$ cat src/hub_strap_pkg.sv
`default_nettype none
package hub_strap_pkg;

	// ==================================================================
	// Register map (byte addresses, one 32-bit word each)
	localparam int          ADDR_W          = 4;
	localparam int          DATA_W          = 32;
	localparam int          PORTS           = 4;
	localparam logic [3:0]  CONTROL_OFS     = 4'h0;
	localparam logic [3:0]  STRAP_OFS       = 4'h4;
	localparam logic [3:0]  OVERCURRENT_OFS = 4'h8;

	// ==================================================================
	// Control fields
	localparam int CTL_HIGHSPEED_BIT = 0;
	localparam int CTL_ACTIVE_BIT    = 1;
	localparam int CTL_STRAP_EN_BIT  = 2;

	// Strap status fields
	localparam int STR_METHOD_LSB = 0;
	localparam int STR_CODE_LSB   = 2;
	localparam int STR_MASK_LSB   = 4;
	localparam int STR_RESET_BIT  = 8;

	// Over-current fields
	localparam int OC_LIVE_LSB   = 0;
	localparam int OC_STICKY_LSB = 4;

	// ==================================================================
	// Reset values
	localparam logic       STRAP_EN_RST    = 1'b1;
	localparam logic [1:0] METHOD_RST      = 2'h0;
	localparam logic [1:0] CODE_RST        = 2'h0;
	localparam logic [3:0] PORT_MASK_RST   = 4'h0;

	// ==================================================================
	// Fixed (non-removable) port code
	typedef enum logic [1:0] {
		ALL_REMOVABLE = 2'b00,
		PORT1_FIXED   = 2'b01,
		PORT12_FIXED  = 2'b10,
		PORT123_FIXED = 2'b11
	} fixed_code_t;

	function automatic logic [3:0] fixed_port_mask(input logic [1:0] code);
		case (fixed_code_t'(code))
			ALL_REMOVABLE: fixed_port_mask = 4'h0;
			PORT1_FIXED:   fixed_port_mask = 4'h1;
			PORT12_FIXED:  fixed_port_mask = 4'h3;
			PORT123_FIXED: fixed_port_mask = 4'h7;
			default:       fixed_port_mask = 4'h0;
		endcase
	endfunction

endpackage
`default_nettype wire

$ cat src/strap_capture.sv
`timescale 1ns/1ps
`default_nettype none
module strap_capture
	import hub_strap_pkg::*;
(
	// Clock and reset
	input  wire logic       clk,
	input  wire logic       rst,
	// Chip reset pin and shared strap pins
	input  wire logic       chip_reset_n,
	input  wire logic       method_bit0,
	input  wire logic       method_bit1,
	input  wire logic       code_bit1,
	input  wire logic       code_bit0,
	input  wire logic       strap_enable,
	// Latched values
	output logic            in_reset_reg,
	output logic [1:0]      config_method_reg,
	output logic [1:0]      fixed_code_reg
);
	// ==================================================================
	// Chip reset state; starts in reset so an already high pin captures
	always_ff @(posedge clk or posedge rst) begin
		if (rst) begin
			in_reset_reg <= 1'b1;
		end else begin
			in_reset_reg <= !chip_reset_n;
		end
	end

	// ==================================================================
	// Capture only on the release edge; later pin activity is ignored
	always_ff @(posedge clk or posedge rst) begin
		if (rst) begin
			config_method_reg <= METHOD_RST;
			fixed_code_reg    <= CODE_RST;
		end else if (in_reset_reg && chip_reset_n) begin
			config_method_reg <= {method_bit1, method_bit0};
			fixed_code_reg    <= strap_enable ? {code_bit1, code_bit0} : CODE_RST;
		end
	end

endmodule
`default_nettype wire

$ cat src/indicator_driver.sv
`timescale 1ns/1ps
`default_nettype none
module indicator_driver (
	// Clock and reset
	input  wire logic clk,
	input  wire logic rst,
	// State to show
	input  wire logic in_reset,
	input  wire logic hs_active_low,
	input  wire logic susp_active_low,
	input  wire logic highspeed,
	input  wire logic hub_active,
	// Pin drive
	output logic      hs_out_reg,
	output logic      hs_oe_reg,
	output logic      susp_out_reg,
	output logic      susp_oe_reg
);
	// ==================================================================
	// Pins float during reset so the board straps can be sampled
	always_ff @(posedge clk or posedge rst) begin
		if (rst) begin
			hs_out_reg <= 1'b0;
			hs_oe_reg  <= 1'b0;
		end else if (in_reset) begin
			hs_out_reg <= 1'b0;
			hs_oe_reg  <= 1'b0;
		end else begin
			hs_out_reg <= highspeed ^ hs_active_low;
			hs_oe_reg  <= 1'b1;
		end
	end

	always_ff @(posedge clk or posedge rst) begin
		if (rst) begin
			susp_out_reg <= 1'b0;
			susp_oe_reg  <= 1'b0;
		end else if (in_reset) begin
			susp_out_reg <= 1'b0;
			susp_oe_reg  <= 1'b0;
		end else begin
			susp_out_reg <= hub_active ^ susp_active_low;
			susp_oe_reg  <= 1'b1;
		end
	end

endmodule
`default_nettype wire

$ cat src/hub_strap_top.sv
// What this block does
// Device is held in reset while the chip reset pin is low.
// Reset source holds the pin low at least 1 us after supplies settle.
// Both configuration method pins are latched at the reset pin rising edge.
// High-speed indicator is active high if method bit1 is 0, else low.
// High-speed indicator asserted at high-speed upstream link, negated at full speed.
// When strap enabled, both fixed port code pins are sampled at reset release.
// Fixed code 00 none, 01 port 1, 10 ports 1-2, 11 ports 1-3.
// One over-current sense input per port, asserted means port over-current.
// Without crystal, board feeds 24 MHz clock in and leaves crystal output open.
// Suspend indicator active high for codes 00 and 10, low for 01 and 11.
// Signals with low suffix assert at low level, all others at high.
// Latched strap values hold from reset release until the next reset.
`timescale 1ns/1ps
`default_nettype none
module hub_strap_top
	import hub_strap_pkg::*;
#(
	parameter logic STRAP_ENABLE_DEFAULT = STRAP_EN_RST
) (
	// Clock and reset
	input  wire logic                      CLOCK,
	input  wire logic                      SYS_RST,
	// Avalon-MM slave
	input  wire logic [hub_strap_pkg::ADDR_W-1:0] AVS_ADDRESS,
	input  wire logic                      AVS_READ,
	input  wire logic                      AVS_WRITE,
	input  wire logic [hub_strap_pkg::DATA_W-1:0] AVS_WRITEDATA,
	input  wire logic [3:0]                AVS_BYTEENABLE,
	output logic [hub_strap_pkg::DATA_W-1:0]      AVS_READDATA,
	output logic                           AVS_WAITREQUEST,
	// Chip reset pin
	input  wire logic                      RESET_N,
	// Strap and indicator pins
	input  wire logic                      CONFIG_METHOD_BIT0_IN,
	input  wire logic                      FIXED_PORT_CODE_BIT1_IN,
	input  wire logic                      HIGHSPEED_LINK_INDICATOR_IN,
	output logic                           HIGHSPEED_LINK_INDICATOR_OUT,
	output logic                           HIGHSPEED_LINK_INDICATOR_OE,
	input  wire logic                      SUSPEND_STATE_INDICATOR_IN,
	output logic                           SUSPEND_STATE_INDICATOR_OUT,
	output logic                           SUSPEND_STATE_INDICATOR_OE,
	// Over-current sense
	input  wire logic [hub_strap_pkg::PORTS-1:0]  OVERCURRENT_SENSE_LOW,
	// Status to the hub core
	output logic                           CHIP_IN_RESET,
	output logic [1:0]                     CONFIG_METHOD,
	output logic [1:0]                     FIXED_PORT_CODE,
	output logic [hub_strap_pkg::PORTS-1:0]       FIXED_PORT_MASK,
	output logic [hub_strap_pkg::PORTS-1:0]       OVERCURRENT
);
	import hub_strap_pkg::*;

	logic              in_reset;
	logic [1:0]        method;
	logic [1:0]        code;
	logic              highspeed_reg;
	logic              active_reg;
	logic              strap_en_reg;
	logic [PORTS-1:0]  mask_reg;
	logic [PORTS-1:0]  oc_live_reg;
	logic [PORTS-1:0]  oc_seen_reg;
	logic              wait_reg;
	logic [DATA_W-1:0] rdata_reg;
	logic              req;
	logic              wr_take;
	logic              ctl_wr;
	logic              oc_wr;
	logic [DATA_W-1:0] rd_mux;

	// ==================================================================
	// Strap capture and indicators
	strap_capture u_capture (
		.clk               (CLOCK),
		.rst               (SYS_RST),
		.chip_reset_n      (RESET_N),
		.method_bit0       (CONFIG_METHOD_BIT0_IN),
		.method_bit1       (HIGHSPEED_LINK_INDICATOR_IN),
		.code_bit1         (FIXED_PORT_CODE_BIT1_IN),
		.code_bit0         (SUSPEND_STATE_INDICATOR_IN),
		.strap_enable      (strap_en_reg),
		.in_reset_reg      (in_reset),
		.config_method_reg (method),
		.fixed_code_reg    (code)
	);

	// Pins let go as soon as the reset pin falls, so a short pulse still samples straps
	indicator_driver u_indicators (
		.clk             (CLOCK),
		.rst             (SYS_RST),
		.in_reset        (in_reset || !RESET_N),
		.hs_active_low   (method[1]),
		.susp_active_low (code[0]),
		.highspeed       (highspeed_reg),
		.hub_active      (active_reg),
		.hs_out_reg      (HIGHSPEED_LINK_INDICATOR_OUT),
		.hs_oe_reg       (HIGHSPEED_LINK_INDICATOR_OE),
		.susp_out_reg    (SUSPEND_STATE_INDICATOR_OUT),
		.susp_oe_reg     (SUSPEND_STATE_INDICATOR_OE)
	);

	assign CHIP_IN_RESET   = in_reset;
	assign CONFIG_METHOD   = method;
	assign FIXED_PORT_CODE = code;
	assign FIXED_PORT_MASK = mask_reg;
	assign OVERCURRENT     = oc_live_reg;
	assign AVS_READDATA    = rdata_reg;
	assign AVS_WAITREQUEST = wait_reg;

	// ==================================================================
	// Bus handshake: one wait cycle, then the access completes
	assign req     = AVS_READ || AVS_WRITE;
	assign wr_take = AVS_WRITE && !wait_reg && AVS_BYTEENABLE[0];
	assign ctl_wr  = wr_take && (AVS_ADDRESS == CONTROL_OFS);
	assign oc_wr   = wr_take && (AVS_ADDRESS == OVERCURRENT_OFS);

	always_ff @(posedge CLOCK or posedge SYS_RST) begin
		if (SYS_RST) begin
			wait_reg <= 1'b1;
		end else begin
			wait_reg <= !(req && wait_reg);
		end
	end

	always_comb begin
		rd_mux = '0;
		case (AVS_ADDRESS)
			CONTROL_OFS: begin
				rd_mux[CTL_HIGHSPEED_BIT] = highspeed_reg;
				rd_mux[CTL_ACTIVE_BIT]    = active_reg;
				rd_mux[CTL_STRAP_EN_BIT]  = strap_en_reg;
			end
			STRAP_OFS: begin
				rd_mux[STR_METHOD_LSB +: 2]   = method;
				rd_mux[STR_CODE_LSB +: 2]     = code;
				rd_mux[STR_MASK_LSB +: PORTS] = mask_reg;
				rd_mux[STR_RESET_BIT]         = in_reset;
			end
			OVERCURRENT_OFS: begin
				rd_mux[OC_LIVE_LSB +: PORTS]   = oc_live_reg;
				rd_mux[OC_STICKY_LSB +: PORTS] = oc_seen_reg;
			end
			default: begin
				rd_mux = '0;
			end
		endcase
	end

	// Read data is loaded in the wait cycle and stands while waitrequest is low
	always_ff @(posedge CLOCK or posedge SYS_RST) begin
		if (SYS_RST) begin
			rdata_reg <= '0;
		end else if (AVS_READ && wait_reg) begin
			rdata_reg <= rd_mux;
		end
	end

	// ==================================================================
	// Control; link state is forgotten while the chip is in reset
	always_ff @(posedge CLOCK or posedge SYS_RST) begin
		if (SYS_RST) begin
			highspeed_reg <= 1'b0;
			active_reg    <= 1'b0;
		end else if (in_reset) begin
			highspeed_reg <= 1'b0;
			active_reg    <= 1'b0;
		end else if (ctl_wr) begin
			highspeed_reg <= AVS_WRITEDATA[CTL_HIGHSPEED_BIT];
			active_reg    <= AVS_WRITEDATA[CTL_ACTIVE_BIT];
		end
	end

	// Strap enable models a board setting, so chip reset keeps it
	always_ff @(posedge CLOCK or posedge SYS_RST) begin
		if (SYS_RST) begin
			strap_en_reg <= STRAP_ENABLE_DEFAULT;
		end else if (ctl_wr) begin
			strap_en_reg <= AVS_WRITEDATA[CTL_STRAP_EN_BIT];
		end
	end

	always_ff @(posedge CLOCK or posedge SYS_RST) begin
		if (SYS_RST) begin
			mask_reg <= PORT_MASK_RST;
		end else begin
			mask_reg <= fixed_port_mask(code);
		end
	end

	// ==================================================================
	// Over-current: live level plus sticky bits, write one to clear
	always_ff @(posedge CLOCK or posedge SYS_RST) begin
		if (SYS_RST) begin
			oc_live_reg <= '0;
		end else begin
			oc_live_reg <= ~OVERCURRENT_SENSE_LOW;
		end
	end

	// A new event in the clearing cycle survives the clear
	always_ff @(posedge CLOCK or posedge SYS_RST) begin
		if (SYS_RST) begin
			oc_seen_reg <= '0;
		end else if (oc_wr) begin
			oc_seen_reg <= (oc_seen_reg & ~AVS_WRITEDATA[OC_STICKY_LSB +: PORTS])
				| oc_live_reg;
		end else begin
			oc_seen_reg <= oc_seen_reg | oc_live_reg;
		end
	end

	// ==================================================================
	// Checks
	property p_reset_entry;
		@(posedge CLOCK) disable iff (SYS_RST)
		!RESET_N |=> CHIP_IN_RESET && !HIGHSPEED_LINK_INDICATOR_OE ##1 !highspeed_reg;
	endproperty
	a_reset_entry: assert property (p_reset_entry) else $error("reset not entered");

	property p_capture;
		@(posedge CLOCK) disable iff (SYS_RST)
		(CHIP_IN_RESET && RESET_N)
		|=> CONFIG_METHOD == $past({HIGHSPEED_LINK_INDICATOR_IN, CONFIG_METHOD_BIT0_IN});
	endproperty
	a_capture: assert property (p_capture) else $error("method bits not latched");

	property p_hold;
		@(posedge CLOCK) disable iff (SYS_RST)
		(!CHIP_IN_RESET && RESET_N) |=> $stable(CONFIG_METHOD) && $stable(FIXED_PORT_CODE);
	endproperty
	a_hold: assert property (p_hold) else $error("straps changed outside reset");

	property p_hs_polarity;
		@(posedge CLOCK) disable iff (SYS_RST)
		(!CHIP_IN_RESET && !$past(CHIP_IN_RESET) && RESET_N) |=> HIGHSPEED_LINK_INDICATOR_OE
			&& HIGHSPEED_LINK_INDICATOR_OUT == ($past(highspeed_reg) ^ $past(CONFIG_METHOD[1]));
	endproperty
	a_hs_polarity: assert property (p_hs_polarity) else $error("speed indicator level");

	property p_hs_assert;
		@(posedge CLOCK) disable iff (SYS_RST)
		(!CHIP_IN_RESET && highspeed_reg && !CONFIG_METHOD[1] && RESET_N)
		|=> HIGHSPEED_LINK_INDICATOR_OUT;
	endproperty
	a_hs_assert: assert property (p_hs_assert) else $error("high speed not shown");

	property p_strap_disabled;
		@(posedge CLOCK) disable iff (SYS_RST)
		(CHIP_IN_RESET && RESET_N && !strap_en_reg) |=> FIXED_PORT_CODE == 2'h0;
	endproperty
	a_strap_disabled: assert property (p_strap_disabled) else $error("code taken when off");

	property p_mask_top;
		@(posedge CLOCK) disable iff (SYS_RST)
		(FIXED_PORT_CODE == 2'h3) ##1 (FIXED_PORT_CODE == 2'h3) |-> FIXED_PORT_MASK == 4'h7;
	endproperty
	a_mask_top: assert property (p_mask_top) else $error("code 11 mask wrong");

	property p_susp_low;
		@(posedge CLOCK) disable iff (SYS_RST)
		(!CHIP_IN_RESET && FIXED_PORT_CODE[0] && active_reg && RESET_N)
		|=> SUSPEND_STATE_INDICATOR_OE && !SUSPEND_STATE_INDICATOR_OUT;
	endproperty
	a_susp_low: assert property (p_susp_low) else $error("suspend polarity wrong");

	property p_overcurrent;
		@(posedge CLOCK) disable iff (SYS_RST)
		1'b1 |=> OVERCURRENT == ~$past(OVERCURRENT_SENSE_LOW)
			##1 (oc_seen_reg & $past(OVERCURRENT, 2)) == $past(OVERCURRENT, 2);
	endproperty
	a_overcurrent: assert property (p_overcurrent) else $error("over-current lost");

	property p_code_capture;
		@(posedge CLOCK) disable iff (SYS_RST)
		(CHIP_IN_RESET && RESET_N && strap_en_reg)
		|=> FIXED_PORT_CODE == $past({FIXED_PORT_CODE_BIT1_IN, SUSPEND_STATE_INDICATOR_IN});
	endproperty
	a_code_capture: assert property (p_code_capture) else $error("code bits not latched");

	property p_mask_one;
		@(posedge CLOCK) disable iff (SYS_RST)
		(FIXED_PORT_CODE == 2'h1) |=> FIXED_PORT_MASK == 4'h1;
	endproperty
	a_mask_one: assert property (p_mask_one) else $error("code 01 mask wrong");

	property p_mask_two;
		@(posedge CLOCK) disable iff (SYS_RST)
		(FIXED_PORT_CODE == 2'h2) |=> FIXED_PORT_MASK == 4'h3;
	endproperty
	a_mask_two: assert property (p_mask_two) else $error("code 10 mask wrong");

	property p_susp_high;
		@(posedge CLOCK) disable iff (SYS_RST)
		(!CHIP_IN_RESET && !FIXED_PORT_CODE[0] && active_reg && RESET_N)
		|=> SUSPEND_STATE_INDICATOR_OE && SUSPEND_STATE_INDICATOR_OUT;
	endproperty
	a_susp_high: assert property (p_susp_high) else $error("suspend polarity wrong");

	property p_sticky_set_wins;
		@(posedge CLOCK) disable iff (SYS_RST)
		(oc_wr && (oc_live_reg != 4'h0))
		|=> (oc_seen_reg & $past(oc_live_reg)) == $past(oc_live_reg);
	endproperty
	a_sticky_set_wins: assert property (p_sticky_set_wins) else $error("clear beat event");

	property p_bus_answer;
		@(posedge CLOCK) disable iff (SYS_RST)
		(req && AVS_WAITREQUEST) |=> !AVS_WAITREQUEST ##1 AVS_WAITREQUEST;
	endproperty
	a_bus_answer: assert property (p_bus_answer) else $error("bus answer timing");

endmodule
`default_nettype wire

$ cat config.mk
export PLATFORM = sky130hd
export DESIGN_NAME = hub_strap_top
export DESIGN_NICKNAME = d
export VERILOG_FILES = /design/src/hub_strap_pkg.sv /design/src/strap_capture.sv /design/src/indicator_driver.sv /design/src/hub_strap_top.sv
export SDC_FILE = /design/constraint.sdc
export NUM_CORES = 1
export LEC_CHECK = 0
export ABC_AREA = 1
export ABC_CLOCK_PERIOD_IN_PS = 1100
export BUFFER_PORTS_ARGS = -buffer_cell sky130_fd_sc_hd__buf_4
export CORE_UTILIZATION = 38
export DETAILED_ROUTE_END_ITERATION = 8
export MAX_ROUTING_LAYER = met4
export PLACE_DENSITY = 0.76
export SLEW_MARGIN = 5
export SYNTH_ARGS = -nofsm -noshare
export SYNTH_HDL_FRONTEND = slang
export SYNTH_SLANG_ARGS = --single-unit
$ cat constraint.sdc
create_clock -name CLOCK -period 1.1 [get_ports CLOCK]
set_clock_uncertainty 0.05 [all_clocks]
set_input_delay 0.055 -clock CLOCK [delete_from_list [all_inputs] [get_ports CLOCK]]
set_output_delay 0.055 -clock CLOCK [all_outputs]
set_load 0.01 [all_outputs]
# Yosys cells after proc, flatten, opt, wreduce, memory -nomap -nowiden
# Index checks and enable logic that the tools add are counted.
# W data, S select, Z words.
# totals
reg_bits	33
inputBits	53
out_inout_bits	50
word_cells	54
# classes
n_eq_ne	5
mux	13
n_bitwise	7
reduce_logical	15
# ops
cell	n
$pmux W4 S4	1
$pmux W5 S2	1
$pmux W3 S3	1
$mux W1	8
$not A4 Y4	2
$or A4 B4 Y4	2
$logic_and A1 B1 Y1	7
$and A4 B4 Y4	1
$eq A2 B2 Y1 const B	2
$eq A4 B3 Y1 const B	1
$eq A4 B4 Y1 const B	1
$logic_not A4 Y1	1
$mux W4	1
$logic_not A1 Y1	3
$eq A2 B1 Y1 const B	1
$logic_not A2 Y1	1
$logic_or A1 B1 Y1	2
$mux W2	1
$reduce_bool A2 Y1	1
$xor A1 B1 Y1	2

# Longest topological paths before layout
# logic_depth
ltp_word	6
ltp_mapped	7
ltp_nobuf	7

# By module
# Synthesis repeated with hierarchy kept, for this count alone.
# unflattened
cells_unflattened	189
hier_area_um2	1610.3
# by_module_without_submodules
module	n_inst	cells_each	area_per_inst_um2	seq_area_each_um2
hub_strap_top	1	155	1300.0	603.1
strap_capture	1	20	190.2	126.4
indicator_driver	1	14	120.1	75.1

# Least setup slack after synthesis
# Ideal clock, no wire load.
# synth_path
path_kind	reg-to-reg
start	register u_capture.in_reset_reg
end	register u_capture.config_method_reg[0]
setup_ps	125
arrival_time_ps	960
t_required_ps	925
setup_slack_ps	-35
stages_incl_launch_ff	3
path_buffers	0
synth_period_minus_slack_ps	1135
cell_sequence	dfstp_2 nand2_1 mux2_2
# synth_between
elab_chain_cells	1
# synth_rtl
element	line_no	source
from (decl)	strap_capture.sv:17	output logic in_reset_reg,
from (signal assigned)	strap_capture.sv:27	in_reset_reg <= !chip_reset_n;
$logic_and A1 B1 Y1	strap_capture.sv:37	end else if (in_reset_reg && chip_reset_n) begin
to (signal assigned)	strap_capture.sv:38	config_method_reg <= {method_bit1, method_bit0};
to (decl)	strap_capture.sv:18	output logic [1:0] config_method_reg,
# No other way between the ends.
# A chain may end at the register's enable or synchronous reset.

# Final worst setup path
# layout_path
start	register wait_reg (netlist: AVS_WAITREQUEST)
end	output port AVS_WAITREQUEST
# layout_lines
element	line_no	source
from (decl)	hub_strap_top.sv:63	logic wait_reg;
from (signal assigned)	hub_strap_top.sv:121	wait_reg <= !(req && wait_reg);
to (decl)	hub_strap_top.sv:31	output logic AVS_WAITREQUEST,
# No word-level cell between the ends.

==> flow_summary.ini <==
[run_status]
status = finished, violations left
violations = setup timing

[worst_hold_path]
hold_class = in -> reg
hp-start = AVS_WRITEDATA[7]

[floorplan]
num_rows = 23
die_area_um2 = 4495
die_w_um = 67.05
io_pins = 103
core_um2 = 4029
die_h_um = 67.05
initial_core_util = 0.3991

[clock_network]
numCtsBuffers = 5
insertion_delay_ns = 0.29
htree_levels = 2
tritoncts = yes
clockBufferDepth = 2
cts.sinks = 32
cts.clk_slew.worst_paths_ns = 0.07
cts_root_buffer = clkbuf_8

[power_and_ir_drop]
sequentialPowerShare = 0.486
total_leakage_power_nw = 1.255
power.total_mw = 2.721
pwr-share-comb = 0.178
swShare = 0.2660
vdd_drop_max_uv = 837.9
p_sw_mw = 0.7238
p_per_area_nw_per_um2 = 1213
p_clk_frac = 0.336
internal_power_mw = 1.997

[route]
drt-pass1-iter-count = 4
vias = 1307
vias_per_cell = 4.244
wirelength_um = 3302
drc = 0
drt_iter0_drc = 46
detail_route.wl_per_cell_um = 10.72
ant_nets = 0

[layout]
final_layout_size_suffix_gt1_frac = 0.3101
nNetsFinal = 310
diodes = 0
syn_to_final_growth_pct = 39.53
largest_register_ffs = 9

[yosys]
syn_area_um2 = 1608
synthFlopType = dfrtp_1
synth_edf_count = 0
synth_warnings = 0
synth-seq-cells = 32
yosysSeqAreaShare = 0.5004
postSynth.asyncResetShare = 1.000
syn-mean-instance-area_um2 = 8.644
synth_cell_type_count = 22
syn_inst = 186

[placed_design]
pre_cts_slack_ns = 0.003925
hpwl_um = 2367
portBuffers = 50
gp_congestion = 0.8112

[worst_setup_path]
timing.rr.start = AVS_WAITREQUEST
required_ns = 1.00
worstPathArrival_ns = 1.05
crit_path_start_kind = flop
crit_type = reg -> out
end_kind = primary output
cp_max_fo = 3
startpoint = AVS_WAITREQUEST

[timing]
finalCriticalPeriod_ns = 1.159
setup_viol = 10
setup_ws_ns = -0.05919
maxSlewViolCount = 0
period_share = 1.054
finalHoldViolations = 0
fmax_mhz = 862.7
rsz0062_at_grt = true

[global_route]
grt_max_degree = 33
grt_antenna_before_repair = 0
grt_usage = 0.1715
grt_pass1_wl_um = 5354
grt_pass1_vias = 1225
grt_overflow = 0

[run]
drv_cap = 0
## layout by cell type, fill, tap and decap left out, types with 4 or more instances in the layout
master,Yosys,routed
nand4_1,4,4
inv_1,21,20
o21ai_0,5,5
buf_4,27,49
buf_6,1,5
clkbuf_8,0,6
nand3_1,26,26
nand2_1,50,48
dlygate4sd3_1,0,17
dfrtp_1,29,29
conb_1,1,24
## cell type report
cell class,instances,area [um^2]
clock buffer,6,82.58
clock inverter,2,10.01
fill,386,1785
inverter,22,85.08
multi-input combinational,125,604.3
sequential,32,804.5
tap,50,62.56
timing repair buffer,71,594.3
## power by group through the flow
| stage | Combinational, mW | Clock, mW | Sequential [mW] |
|---|---|---|---|
| final | 0.485 | 0.914 | 1.32 |
| after global routing | 0.542 | 0.989 | 1.33 |
| after CTS | 0.483 | 0.945 | 1.32 |
| after detailed placement | 0.422 | 0 | 1.34 |
| after global placement | 0.417 | 0 | 1.34 |
| after floorplan | 0.262 | 0 | 1.35 |
## logic make-up (layout without fill, tap and decap cells)
| family | Yosys count | count (layout) | share of synthesized area |
|---|---|---|---|
| other | 1 | 24 | 0.002332 |
| AOI/OAI and AO/OA | 8 | 8 | 0.02490 |
| muxes | 2 | 2 | 0.01401 |
| DFF | 32 | 32 | 0.5004 |
| and+or+nand+nor | 91 | 91 | 0.2685 |
| buffers and inverters | 52 | 101 | 0.1899 |
## timing repair
action / 4_1_cts / 5_1_grt
pin swaps: 0 / 5
hold endpoints to repair: 45 / 0
hold buffers: 17 / 0
setup buffers: 0 / 1
gates resized for setup: 6 / 5
endpoints found under the setup margin: 5 / 22
## per-stage QoR
stage / cells / hold slack (ns) / utilization / instance area [um^2] / TNS (ns)
floorplan: 209 / 0.04187 / - / 1698 / 0
global placement: 283 / 0.1191 / 0.4823 / 1943 / 0
detailed placement: 283 / 0.1154 / 0.4823 / 1943 / 0
CTS: 308 / 0.006731 / 0.5531 / 2228 / -0.3055
global route: 308 / 0.009024 / 0.5568 / 2243 / -0.8637
finish: 308 / 0.01029 / 0.5568 / 2243 / -0.2231
## routing by layer
layer,wire [um],GRT usage,up-vias
met5,0,-,-
met4,42,0.06383,0
met3,181,0.06164,4
met2,1632,0.2838,47
met1,1445,0.1875,580
li1,-,-,676
## Yosys cell counts, types with 2 or more instances
| cell type | instances | area, um^2 |
|---|---|---|
| o21ai_0 | 5 | 25.02 |
| dfstp_2 | 3 | 78.83 |
| nand3_1 | 26 | 130.1 |
| nand4_1 | 4 | 25.02 |
| nor2_4 | 2 | 22.52 |
| nand2_2 | 2 | 12.51 |
| buf_4 | 27 | 202.7 |
| nand2_1 | 50 | 187.7 |
| mux2_2 | 2 | 22.52 |
| dfrtp_1 | 29 | 725.7 |
| inv_1 | 21 | 78.83 |
| a21oi_1 | 2 | 10.01 |
| nor2_1 | 3 | 11.26 |
| clkbuf_1 | 2 | 7.510 |
## worst max-delay path, stage by stage (launching register included)
cell	delay (ns)
dfstp_2	0.58
buf_6	0.11
buf_6	0.09
## worst paths after layout
check | to | slack (ns) | depth (start not counted)
setup / recovery | AVS_WAITREQUEST | -0.06 | 2
hold / removal | oc_seen_reg[3] | 0.01 | 4
setup reg to reg | AVS_READDATA[0] | -0.03 | 4
hold reg to reg | AVS_READDATA[6] | 0.43 | 2
max in group asynchronous | u_capture.in_reset_reg | 0.32 | 4
min in group asynchronous | FIXED_PORT_MASK[1] | 0.36 | 4
No activity file was read; power rests on OpenSTA's default activity.
